==> src/hdl/fsac_pkg.sv <==
// constants for the flash self-access controller: register map, fields, resets.
// assumes an 8-bit register port on the core clock and a flash macro
// with read data valid in the same cycle as the read strobe and a done pulse for program and erase.
package fsac_pkg;
  localparam logic [2:0] FSAC_DATA_LOW = 3'h0;
  localparam logic [2:0] FSAC_DATA_HIGH = 3'h1;
  localparam logic [2:0] FSAC_ADDR_LOW = 3'h2;
  localparam logic [2:0] FSAC_ADDR_HIGH = 3'h3;
  localparam logic [2:0] FSAC_CONTROL = 3'h4;
  localparam logic [2:0] FSAC_UNLOCK = 3'h5;

  // control register bit positions
  localparam int FSAC_B_RD = 0;
  localparam int FSAC_B_WR = 1;
  localparam int FSAC_B_PROG_ENABLE = 2;
  localparam int FSAC_B_ERR = 3;
  localparam int FSAC_B_FREE = 4;
  localparam int FSAC_B_LATCH_ONLY_SEL = 5;
  localparam int FSAC_B_CFG_SPACE_SEL = 6;

  localparam logic [7:0] FSAC_KEY1 = 8'h55;
  localparam logic [7:0] FSAC_KEY2 = 8'hAA;
  localparam logic [13:0] FSAC_BLANK = 14'h3FFF;
  localparam logic [14:0] FSAC_PTR_RST = 15'h0000;
  localparam logic [13:0] FSAC_WORD_RST = 14'h0000;
  localparam logic [7:0] FSAC_BYTE_ZERO = 8'h00;
  localparam logic [0:0] FSAC_ADRH_TOP = 1'h1;
  localparam logic [1:0] FSAC_DATH_TOP = 2'h0;
  localparam logic [0:0] FSAC_CON_TOP = 1'h1;

  // configuration-space offsets, region base 8000h
  localparam logic [14:0] FSAC_UID_FIRST = 15'h0000;
  localparam logic [14:0] FSAC_UID_LAST = 15'h0003;
  localparam logic [14:0] FSAC_ID_FIRST = 15'h0005;
  localparam logic [14:0] FSAC_CW_LAST = 15'h0008;

  localparam int FSAC_LATCHES = 32;
  localparam logic [4:0] FSAC_LAST_LATCH = 5'h1F;
  localparam logic [4:0] FSAC_IDX_RST = 5'h00;

  typedef enum logic [1:0] {
    FSAC_UL_NONE,
    FSAC_UL_FIRST,
    FSAC_UL_OPEN
  } fsac_unlock_e;
endpackage : fsac_pkg

==> src/hdl/fsac_ctrl.sv <==
// flash self-access controller: register file, unlock, latches, read/program/erase.
// assumes the flash macro returns read data in the same cycle as FL_RD_O and
// pulses FL_DONE_I once a program or erase has finished.
module fsac_ctrl (
  input wire logic MCLK_I,
  input wire logic SRST_I,
  input wire logic [2:0] ADDR_I,
  input wire logic [7:0] WDATA_I,
  input wire logic WR_I,
  input wire logic RD_I,
  output logic [7:0] RDATA_O,
  input wire logic [13:0] FL_RDATA_I,
  input wire logic FL_DONE_I,
  output logic [14:0] FL_ADDR_O,
  output logic FL_CFG_O,
  output logic FL_RD_O,
  output logic FL_WE_O,
  output logic [13:0] FL_WDATA_O,
  output logic FL_PROG_O,
  output logic FL_ERASE_O,
  output logic BUSY_O
);
  typedef enum logic [2:0] {
    FSAC_ST_IDLE,
    FSAC_ST_READ,
    FSAC_ST_LATCH,
    FSAC_ST_LOAD,
    FSAC_ST_WAIT
  } fsac_state_e;

  typedef struct packed {
    fsac_state_e st;
    logic [14:0] ptr;
    logic [13:0] word;
    logic cfg_space_sel;
    logic latch_only_sel;
    logic free;
    logic err;
    logic prog_enable;
    logic wr;
    logic rd;
    logic rd_ok;
    fsac_pkg::fsac_unlock_e ul;
    logic [4:0] idx;
    logic [fsac_pkg::FSAC_LATCHES-1:0][13:0] latch;
    logic [7:0] rdata;
    logic [14:0] fl_addr;
    logic fl_cfg;
    logic fl_rd;
    logic fl_we;
    logic [13:0] fl_wdata;
    logic fl_prog;
    logic fl_erase;
  } fsac_state_s;

  fsac_state_s s_reg;
  fsac_state_s s_next;

  logic rd_allowed;
  logic wr_allowed_ptr;
  logic wr_allowed_fl;
  logic [14:0] fl_target;
  logic [7:0] ctrl_view;

  always_comb begin
    rd_allowed = 1'b1;
    wr_allowed_ptr = 1'b1;
    wr_allowed_fl = 1'b1;
    fl_target = {s_reg.ptr[14:5], s_reg.idx};
    if (s_reg.cfg_space_sel) begin
      // the unused offset between user IDs and identification reads as zero
      rd_allowed = (s_reg.ptr <= fsac_pkg::FSAC_UID_LAST) ||
        (s_reg.ptr >= fsac_pkg::FSAC_ID_FIRST && s_reg.ptr <= fsac_pkg::FSAC_CW_LAST);
      wr_allowed_ptr = s_reg.ptr >= fsac_pkg::FSAC_UID_FIRST &&
        s_reg.ptr <= fsac_pkg::FSAC_UID_LAST;
      wr_allowed_fl = fl_target <= fsac_pkg::FSAC_UID_LAST;
    end
  end

  always_comb begin
    ctrl_view = {fsac_pkg::FSAC_CON_TOP, s_reg.cfg_space_sel, s_reg.latch_only_sel, s_reg.free,
      s_reg.err, s_reg.prog_enable, s_reg.wr, s_reg.rd};
  end

  always_comb begin
    s_next = s_reg;
    s_next.fl_rd = 1'b0;
    s_next.fl_we = 1'b0;
    s_next.fl_prog = 1'b0;
    s_next.fl_erase = 1'b0;
    s_next.rdata = fsac_pkg::FSAC_BYTE_ZERO;

    if (RD_I) begin
      unique case (ADDR_I)
        fsac_pkg::FSAC_DATA_LOW: s_next.rdata = s_reg.word[7:0];
        fsac_pkg::FSAC_DATA_HIGH: s_next.rdata = {fsac_pkg::FSAC_DATH_TOP, s_reg.word[13:8]};
        fsac_pkg::FSAC_ADDR_LOW: s_next.rdata = s_reg.ptr[7:0];
        fsac_pkg::FSAC_ADDR_HIGH: s_next.rdata = {fsac_pkg::FSAC_ADRH_TOP, s_reg.ptr[14:8]};
        fsac_pkg::FSAC_CONTROL: s_next.rdata = ctrl_view;
        // unlock register is write-only and reads zero, like unmapped offsets
        default: s_next.rdata = fsac_pkg::FSAC_BYTE_ZERO;
      endcase
    end

    if (WR_I) begin
      // a data, address or unmapped register write between the two keys breaks the sequence
      if (ADDR_I != fsac_pkg::FSAC_UNLOCK && ADDR_I != fsac_pkg::FSAC_CONTROL) begin
        s_next.ul = fsac_pkg::FSAC_UL_NONE;
      end
      unique case (ADDR_I)
        fsac_pkg::FSAC_DATA_LOW: s_next.word[7:0] = WDATA_I;
        fsac_pkg::FSAC_DATA_HIGH: s_next.word[13:8] = WDATA_I[5:0];
        fsac_pkg::FSAC_ADDR_LOW: s_next.ptr[7:0] = WDATA_I;
        fsac_pkg::FSAC_ADDR_HIGH: s_next.ptr[14:8] = WDATA_I[6:0];
        fsac_pkg::FSAC_UNLOCK: begin
          if (WDATA_I == fsac_pkg::FSAC_KEY1) begin
            s_next.ul = fsac_pkg::FSAC_UL_FIRST;
          end else if (WDATA_I == fsac_pkg::FSAC_KEY2 && s_reg.ul == fsac_pkg::FSAC_UL_FIRST) begin
            s_next.ul = fsac_pkg::FSAC_UL_OPEN;
          end else begin
            s_next.ul = fsac_pkg::FSAC_UL_NONE;
          end
        end
        fsac_pkg::FSAC_CONTROL: begin
          s_next.cfg_space_sel = WDATA_I[fsac_pkg::FSAC_B_CFG_SPACE_SEL];
          s_next.latch_only_sel = WDATA_I[fsac_pkg::FSAC_B_LATCH_ONLY_SEL];
          s_next.prog_enable = WDATA_I[fsac_pkg::FSAC_B_PROG_ENABLE];
          s_next.err = WDATA_I[fsac_pkg::FSAC_B_ERR];
          // only the free bit is frozen while an operation runs
          if (s_reg.st == FSAC_ST_IDLE) begin
            s_next.free = WDATA_I[fsac_pkg::FSAC_B_FREE];
          end
          if (WDATA_I[fsac_pkg::FSAC_B_WR]) begin
            // error stays set until the operation ends normally or a control write clears it
            s_next.err = 1'b1;
            s_next.ul = fsac_pkg::FSAC_UL_NONE;
            if (s_reg.st == FSAC_ST_IDLE && s_reg.ul == fsac_pkg::FSAC_UL_OPEN &&
                s_reg.prog_enable) begin
              if (WDATA_I[fsac_pkg::FSAC_B_FREE]) begin
                // erase of the protected configuration row is refused
                if (!WDATA_I[fsac_pkg::FSAC_B_CFG_SPACE_SEL]) begin
                  s_next.wr = 1'b1;
                  s_next.st = FSAC_ST_WAIT;
                  s_next.fl_erase = 1'b1;
                  s_next.fl_cfg = 1'b0;
                  s_next.fl_addr = {s_reg.ptr[14:5], fsac_pkg::FSAC_IDX_RST};
                end
              end else begin
                s_next.wr = 1'b1;
                s_next.st = FSAC_ST_LATCH;
              end
            end
          end else if (WDATA_I[fsac_pkg::FSAC_B_RD] && s_reg.st == FSAC_ST_IDLE) begin
            s_next.rd = 1'b1;
            s_next.st = FSAC_ST_READ;
            s_next.rd_ok = rd_allowed;
            s_next.fl_rd = rd_allowed;
            s_next.fl_cfg = s_reg.cfg_space_sel;
            s_next.fl_addr = s_reg.ptr;
          end
        end
        default: s_next.ul = fsac_pkg::FSAC_UL_NONE;
      endcase
    end

    unique case (s_reg.st)
      FSAC_ST_IDLE: begin
      end
      FSAC_ST_READ: begin
        s_next.word = s_reg.rd_ok ? FL_RDATA_I : fsac_pkg::FSAC_WORD_RST;
        s_next.rd = 1'b0;
        s_next.st = FSAC_ST_IDLE;
      end
      FSAC_ST_LATCH: begin
        // a protected configuration location keeps its latch blank
        if (wr_allowed_ptr) begin
          s_next.latch[s_reg.ptr[4:0]] = s_reg.word;
        end
        s_next.idx = fsac_pkg::FSAC_IDX_RST;
        if (s_reg.latch_only_sel) begin
          s_next.wr = 1'b0;
          s_next.err = 1'b0;
          s_next.st = FSAC_ST_IDLE;
        end else begin
          s_next.st = FSAC_ST_LOAD;
        end
      end
      FSAC_ST_LOAD: begin
        // one latch per cycle keeps the macro port narrow at the cost of 32 cycles
        s_next.fl_addr = fl_target;
        s_next.fl_cfg = s_reg.cfg_space_sel;
        s_next.fl_wdata = s_reg.latch[s_reg.idx];
        s_next.fl_we = wr_allowed_fl;
        s_next.idx = s_reg.idx + 5'h01;
        if (s_reg.idx == fsac_pkg::FSAC_LAST_LATCH) begin
          s_next.fl_prog = 1'b1;
          s_next.st = FSAC_ST_WAIT;
        end
      end
      FSAC_ST_WAIT: begin
        if (FL_DONE_I) begin
          s_next.wr = 1'b0;
          s_next.free = 1'b0;
          s_next.err = 1'b0;
          for (int i = 0; i < fsac_pkg::FSAC_LATCHES; i++) begin
            s_next.latch[i] = fsac_pkg::FSAC_BLANK;
          end
          s_next.st = FSAC_ST_IDLE;
        end
      end
    endcase
  end

  always_ff @(posedge MCLK_I) begin
    if (SRST_I) begin
      s_reg.st <= FSAC_ST_IDLE;
      s_reg.ptr <= fsac_pkg::FSAC_PTR_RST;
      s_reg.word <= fsac_pkg::FSAC_WORD_RST;
      s_reg.cfg_space_sel <= 1'b0;
      s_reg.latch_only_sel <= 1'b0;
      s_reg.free <= 1'b0;
      s_reg.err <= 1'b0;
      s_reg.prog_enable <= 1'b0;
      s_reg.wr <= 1'b0;
      s_reg.rd <= 1'b0;
      s_reg.rd_ok <= 1'b0;
      s_reg.ul <= fsac_pkg::FSAC_UL_NONE;
      s_reg.idx <= fsac_pkg::FSAC_IDX_RST;
      for (int i = 0; i < fsac_pkg::FSAC_LATCHES; i++) begin
        s_reg.latch[i] <= fsac_pkg::FSAC_BLANK;
      end
      s_reg.rdata <= fsac_pkg::FSAC_BYTE_ZERO;
      s_reg.fl_addr <= fsac_pkg::FSAC_PTR_RST;
      s_reg.fl_cfg <= 1'b0;
      s_reg.fl_rd <= 1'b0;
      s_reg.fl_we <= 1'b0;
      s_reg.fl_wdata <= fsac_pkg::FSAC_WORD_RST;
      s_reg.fl_prog <= 1'b0;
      s_reg.fl_erase <= 1'b0;
    end else begin
      s_reg <= s_next;
    end
  end

  // busy tracks the write-start bit, so it is the same flip-flop
  assign RDATA_O = s_reg.rdata;
  assign FL_ADDR_O = s_reg.fl_addr;
  assign FL_CFG_O = s_reg.fl_cfg;
  assign FL_RD_O = s_reg.fl_rd;
  assign FL_WE_O = s_reg.fl_we;
  assign FL_WDATA_O = s_reg.fl_wdata;
  assign FL_PROG_O = s_reg.fl_prog;
  assign FL_ERASE_O = s_reg.fl_erase;
  assign BUSY_O = s_reg.wr;
endmodule // fsac_ctrl

==> config.mk <==
export PLATFORM = sky130hd
export DESIGN_NAME = fsac_ctrl
export DESIGN_NICKNAME = d
export VERILOG_FILES = /design/src/hdl/fsac_pkg.sv /design/src/hdl/fsac_ctrl.sv
export SDC_FILE = /design/constraint.sdc
export NUM_CORES = 1
export LEC_CHECK = 0
export BUFFER_PORTS_ARGS = -buffer_cell sky130_fd_sc_hd__clkbuf_2
export CORE_ASPECT_RATIO = 1.1
export CORE_UTILIZATION = 60
export CTS_CLUSTER_DIAMETER = 50
export DETAILED_ROUTE_END_ITERATION = 6
export PLACE_DENSITY = 0.89
export SYNTH_ARGS = -nofsm -noshare
export SYNTH_HDL_FRONTEND = slang
export SYNTH_SLANG_ARGS = --single-unit
==> constraint.sdc <==
create_clock -name MCLK_I -period 3.2 [get_ports MCLK_I]
set_input_delay 0.64 -clock MCLK_I [delete_from_list [all_inputs] [get_ports MCLK_I]]
set_output_delay 0.64 -clock MCLK_I [all_outputs]
set_load 0.01 [all_outputs]
# [Word level (Yosys, flattened, before mapping)]
# Index checks and enable logic that the tools add are counted.
[totals] regBits=537 inputBits=30 out_inout_bits=43 elab_cells=188
[op_classes] n_lt_le_gt_ge=8 addsub=1 n_eq_ne=21 n_reduce_logical=33 n_bitwise=8 muxes=62
[op_table] cell="$mux W448" count=2
[op_table] cell="$pmux W448 S2" count=1
[op_table] cell="$bwmux W448" count=1
[op_table] cell="$mux W16" count=5
[op_table] cell="$bmux W14 S5" count=1
[op_table] cell="$demux W14 S5" count=1
[op_table] cell="$mux W14" count=4
[op_table] cell="$mux W17" count=3
[op_table] cell="$mux W42" count=1
[op_table] cell="$pmux W8 S5" count=1
[op_table] cell="$le A15 B2 Y1 const B" count=2
[op_table] cell="$mux W3" count=8
[op_table] cell="$mux W8" count=3
[op_table] cell="$mux W1" count=16
[op_table] cell="$mux W2" count=8
[op_table] cell="$ge A15 B1 Y1 const B" count=1
[op_table] cell="$ge A15 B3 Y1 const B" count=1
[op_table] cell="$le A15 B4 Y1 const B" count=1
[op_table] cell="$reduce_bool A2 Y1" count=7
[op_table] cell="$eq A3 B2 Y1 const B" count=4
[op_table] cell="$lt A5 B6 Y1 const B" count=2
[op_table] cell="$pmux W3 S4" count=1
[op_table] cell="$pmux W5 S2" count=1
[op_table] cell="$reduce_and A2 Y1" count=5
[op_table] cell="other kinds (29)" count=53

# [Depth between registers and ports, before layout]
[logic_depth] word_depth=10 depth_mapped=9 mapped_depth_nobuf=8

# [Worst setup path after synthesis]
# OpenSTA, ideal clock, no wires.
[synth_timing] kind="input port to flip-flop" from="input ADDR_I[1]" to="register s_reg, in the netlist FL_ADDR_O[10]" stages=8 required_time_ns=3.072 slack_ns=0.865 setup_ns=0.128 t_arrival_ns=2.208 path_buffers=3 cell_sequence="buf_2 and4bb_2 and2_1 clkbuf_1 a21oi_1 buf_2 mux2i_1 nor2_1"
[synth_between] elab_chain_len=3
[synth_rtl] element="start, declared" line="fsac_ctrl.sv:7" source="input wire logic [2:0] ADDR_I,"
[synth_rtl] element="$eq A3 B3 Y1" line="fsac_ctrl.sv:110" source="unique case (ADDR_I)"
[synth_rtl] element="$reduce_bool A2 Y1 (no source line)"
[synth_rtl] element="$reduce_and A6 Y1 (no source line)"
[synth_rtl] element="end signal, assigned" line="fsac_ctrl.sv:241" source="s_reg <= s_next;"
[synth_rtl] element="end, declared" line="fsac_ctrl.sv:56" source="fsac_state_s s_reg;"
# No other way between the ends.
# A chain may end at the register's enable or synchronous reset.

# [Worst setup path in the final report]
[layout_timing] from="register s_reg, in the netlist fl_target[14]" to="register s_reg[316] (netlist bit)"
[layout_between] elab_chain_len=5 elab_cells_between_ends=6 cone_classes="order compare: 2; eq/ne: 1; mux: 1; reduce/logical: 2"
[layout_rtl] element="$ge A15 B1 Y1 / $le A15 B2 Y1 (equally long branches)" line="fsac_ctrl.sv:74, fsac_ctrl.sv:75"
[layout_rtl] element="$logic_and A1 B1 Y1 *" line="fsac_ctrl.sv:74" source="wr_allowed_ptr = s_reg.ptr >= fsac_pkg::FSAC_UID_FIRST &&"
[layout_rtl] element="$mux W1 *" line="fsac_ctrl.sv:70" source="if (s_reg.cfg_space_sel) begin"
[layout_rtl] element="$ne A2 B2 Y1 (no source line) *"
[layout_rtl] element="$reduce_and A3 Y1 (no source line) *"
# Mark *: on every way between the ends. The rest lies on a longest branch, timed or not.

==> out/metrics.cfg <==
[worst_setup_path]
path_cells = nor4_4 -> a41oi_4 -> a21o_1 -> o21ai_1 -> o32a_1
cp-start-kind = flop
slowest_stage = o21ai_1
worstPathRequired_ns = 3.70
r2r-start = fl_target[14]$_SDFFE_PP0P_
worstPathArrival_ns = 3.15
crit_fanout = 14
slowest_delay_ns = 0.83
endpoint_kind = flop
critPathKind = flop to flop
crit_path_start = fl_target[14]$_SDFFE_PP0P_

[sta]
whs_ns = 0.357
finClkSkew_ns = 0.0234
rsz0062_at_grt = no
timing.final.crit_share_pct = 82.6
setup_viol = 0
slew_headroom_pct = 28.6
hold_violations = 0
finalCriticalPeriod_ns = 2.64
fmax_mhz = 378
tns_ns = 0
slew_violations = 0
tightest_slew_ns = 1.06

[grt]
met3_usage_pct = 9.60
first_global_vias = 18900
met1_usage_pct = 42.5
antenna_found_initial = 1
grt_max_degree = 97
busiest_layer = met2
grt_overflow = 0
grt_pass1_wl_um = 107000
grt.total_usage_pct = 34.9
use_met2_pct = 55.2

[power_and_ir_drop]
p_int_mw = 10.3
p_sw_mw = 3.24
power_frac_clock_pct = 43.5
comb_power_share_pct = 6.2
power_density_nw_per_um2 = 540
max-vdd-ir-drop_mv = 0.385
netSwitchingFraction_pct = 24.0
seqPwrFrac_pct = 50.3
p_leak_nw = 8.64

[cts]
cts_made_buffers = 52
root_buffer = clkbuf_16
cts_max_path_buffers = 3
cts.sinks = 537
clk_latency_ns = 0.58
path_clk_slew_ns = 0.06
htreeDepth = 2
cts_setup_buffers = 0
cts_tree = built
cts-resized-gates = 0
cts_hold_buf = 0

[drt]
avgViaCountPerCell = 7.00
vias = 18900
detail-route-antenna-nets = 0
drc = 0
firstDrtPassIters = 6
drt-wirelength-per-cell_um = 25.5
drtIter0Drc = 2697
drt_wl_total_um = 68900

[placement]
port_buffers = 72
placed_cell_area_um2 = 23400
hpwl_um = 41800
gp_congestion = 0.921

[cells_and_area]
area_growth_syn_to_layout_pct = 9.04
largest_register_ffs = 473
drive_gt1_share_pct = 20.9
nNetsFinal = 2206
seqCellArea_um2 = 10800
final_cell_area_um2 = 25000
fill_cells = 2572
multiInputGateArea_um2 = 10900

[synthesis]
synth_seq_cells = 537
async_flop_share_pct = 0
netlist_instances = 2214
synth-edff-count = 0
yosysWarnings = 0
synth.top_cells.by_area = dfxtp_1 (47%), mux4_2 (8.8%), mux2i_1 (6.9%), nor3_1 (6.1%), a21oi_1 (5.1%)
synth_top_cell_area_share_pct = 46.8
synth.distinct_cells = 61
syn_area_per_cell_um2 = 10.4
yosysSeqAreaShare_pct = 46.8
synth_flop_cell = dfxtp_1
netlist_area_um2 = 23000
synth_nets = 2246
synth_top_cell_by_area = dfxtp_1

[die]
dieArea_um2 = 39100
ios = 73
core_area_um2 = 37400
start_util_pct = 61.4
die_w_um = 189
num_rows = 74
die_y_um = 207

[outcome]
status = complete, no violations

[min_path]
holdCritStartpoint = WR_I
hold_path.class = input port to flop

[flow_run]
drv_cap = 0

metrics by stage:
stage	total power [mW]	std cells	worst slack [ns]	utilization, %
2_1_floorplan	7.43	2214	0.865	-
3_3_place_gp	7.70	2614	0.741	62.7
3_5_place_dp	7.73	2614	0.674	62.7
4_1_cts	13.5	2702	0.647	66.9
5_1_grt	13.8	2702	0.506	66.9
6_report	13.5	2703	0.556	67.0
power groups by stage:
stage,sequential [mW],combinational (mW),clock [mW]
finish,6.80,0.836,5.87
global route,6.80,0.859,6.15
CTS,6.80,0.793,5.88
detailed placement,6.95,0.782,0
global placement,6.94,0.759,0
floorplan,6.91,0.516,0
layout by cell type (no fill, tap or decap), types with 4 or more instances in the layout:
master,n
mux2_2,43
a211oi_1,4
nor4_4,14
a22oi_1,49
a31oi_1,21
mux2i_1,159
nand3_1,10
o22a_1,98
nor2_2,14
clkbuf_16,53
a222oi_1,4
nor3_1,280
nand2_2,5
a21oi_2,42
clkbuf_2,72
clkbuf_8,9
nand2_1,60
nand2b_1,20
buf_12,8
buf_4,76
a21o_1,4
nor2b_1,11
inv_1,5
a21oi_1,236
a32oi_1,16
nor2_1,149
nor3_2,5
clkbuf_1,14
a221oi_1,14
dfxtp_1,534
and3_1,5
or2_2,4
o32a_1,14
o21ai_0,10
mux4_2,90
clkinv_2,5
cell usage after synthesis, types with 3 or more instances:
library cell / count
a222oi_1: 4
nand2_2: 5
o22a_1: 98
nor2_1: 163
a2111oi_4: 3
nor4_4: 14
nand2_1: 61
buf_1: 14
nor3_1: 280
nor3_2: 5
nor3b_1: 4
inv_1: 5
a31oi_1: 21
a221oi_1: 14
clkbuf_1: 127
a32oi_1: 16
a21oi_2: 42
nand3_1: 10
o21ai_0: 10
buf_4: 50
buf_2: 42
dfxtp_1: 537
and3_1: 5
mux2i_1: 159
and2_1: 3
o32a_1: 14
a22oi_1: 49
a21oi_1: 236
nor2b_1: 11
a21o_1: 4
mux2_2: 43
a211oi_1: 4
mux4_2: 90
nand2b_1: 20
buf_6: 15
or3_1: 3
or2_2: 4
critical path: cells and delay by family, from the launching register on:
family | cells | cell delay [ns]
compound gates | 4 | 1.75
simple gates | 1 | 0.44
flops | 1 | 0.35
layout make-up:
type	instances	share of cell area (%)
clock inverters	12	0.415
clock buffers	76	6.00
repair buffers	156	4.36
well taps	494	2.47
diodes	1	0.00999
flip-flops and latches	537	43.0
multi-input cells	1422	43.7
inverters	5	0.0749
cells by family (layout without fill, tap and decap cells):
kind of cell	Yosys count	after routing	synth area share (%)
simple gates	602	602	13.5
flops	537	537	46.8
compound gates	526	526	15.9
mux	292	292	17.9
buf+inv	255	249	5.77
fa+ha+maj	2	2	0.109
other cells	0	1	0
final timing paths:
kind                                   to  slack, ns  cells past startpoint
setup / recovery  s_reg[316]$_SDFFE_PP1P_       0.56                      5
hold / removal    s_reg[496]$_SDFFE_PP0P_       0.36                      2
setup reg to reg  s_reg[316]$_SDFFE_PP1P_       0.56                      5
hold reg to reg     FL_CFG_O$_SDFFE_PP0P_       0.46                      2
layer usage:
metal / share of wire (%) / wire, um / vias to the layer above
met3: 12 / 8120 / 346
met5: 0 / 0 / -
met1: 36 / 24800 / 9142
li1: - / - / 8085
met2: 46 / 31500 / 1345
met4: 6.6 / 4550 / 0
No activity file was read; power rests on OpenSTA's default activity.
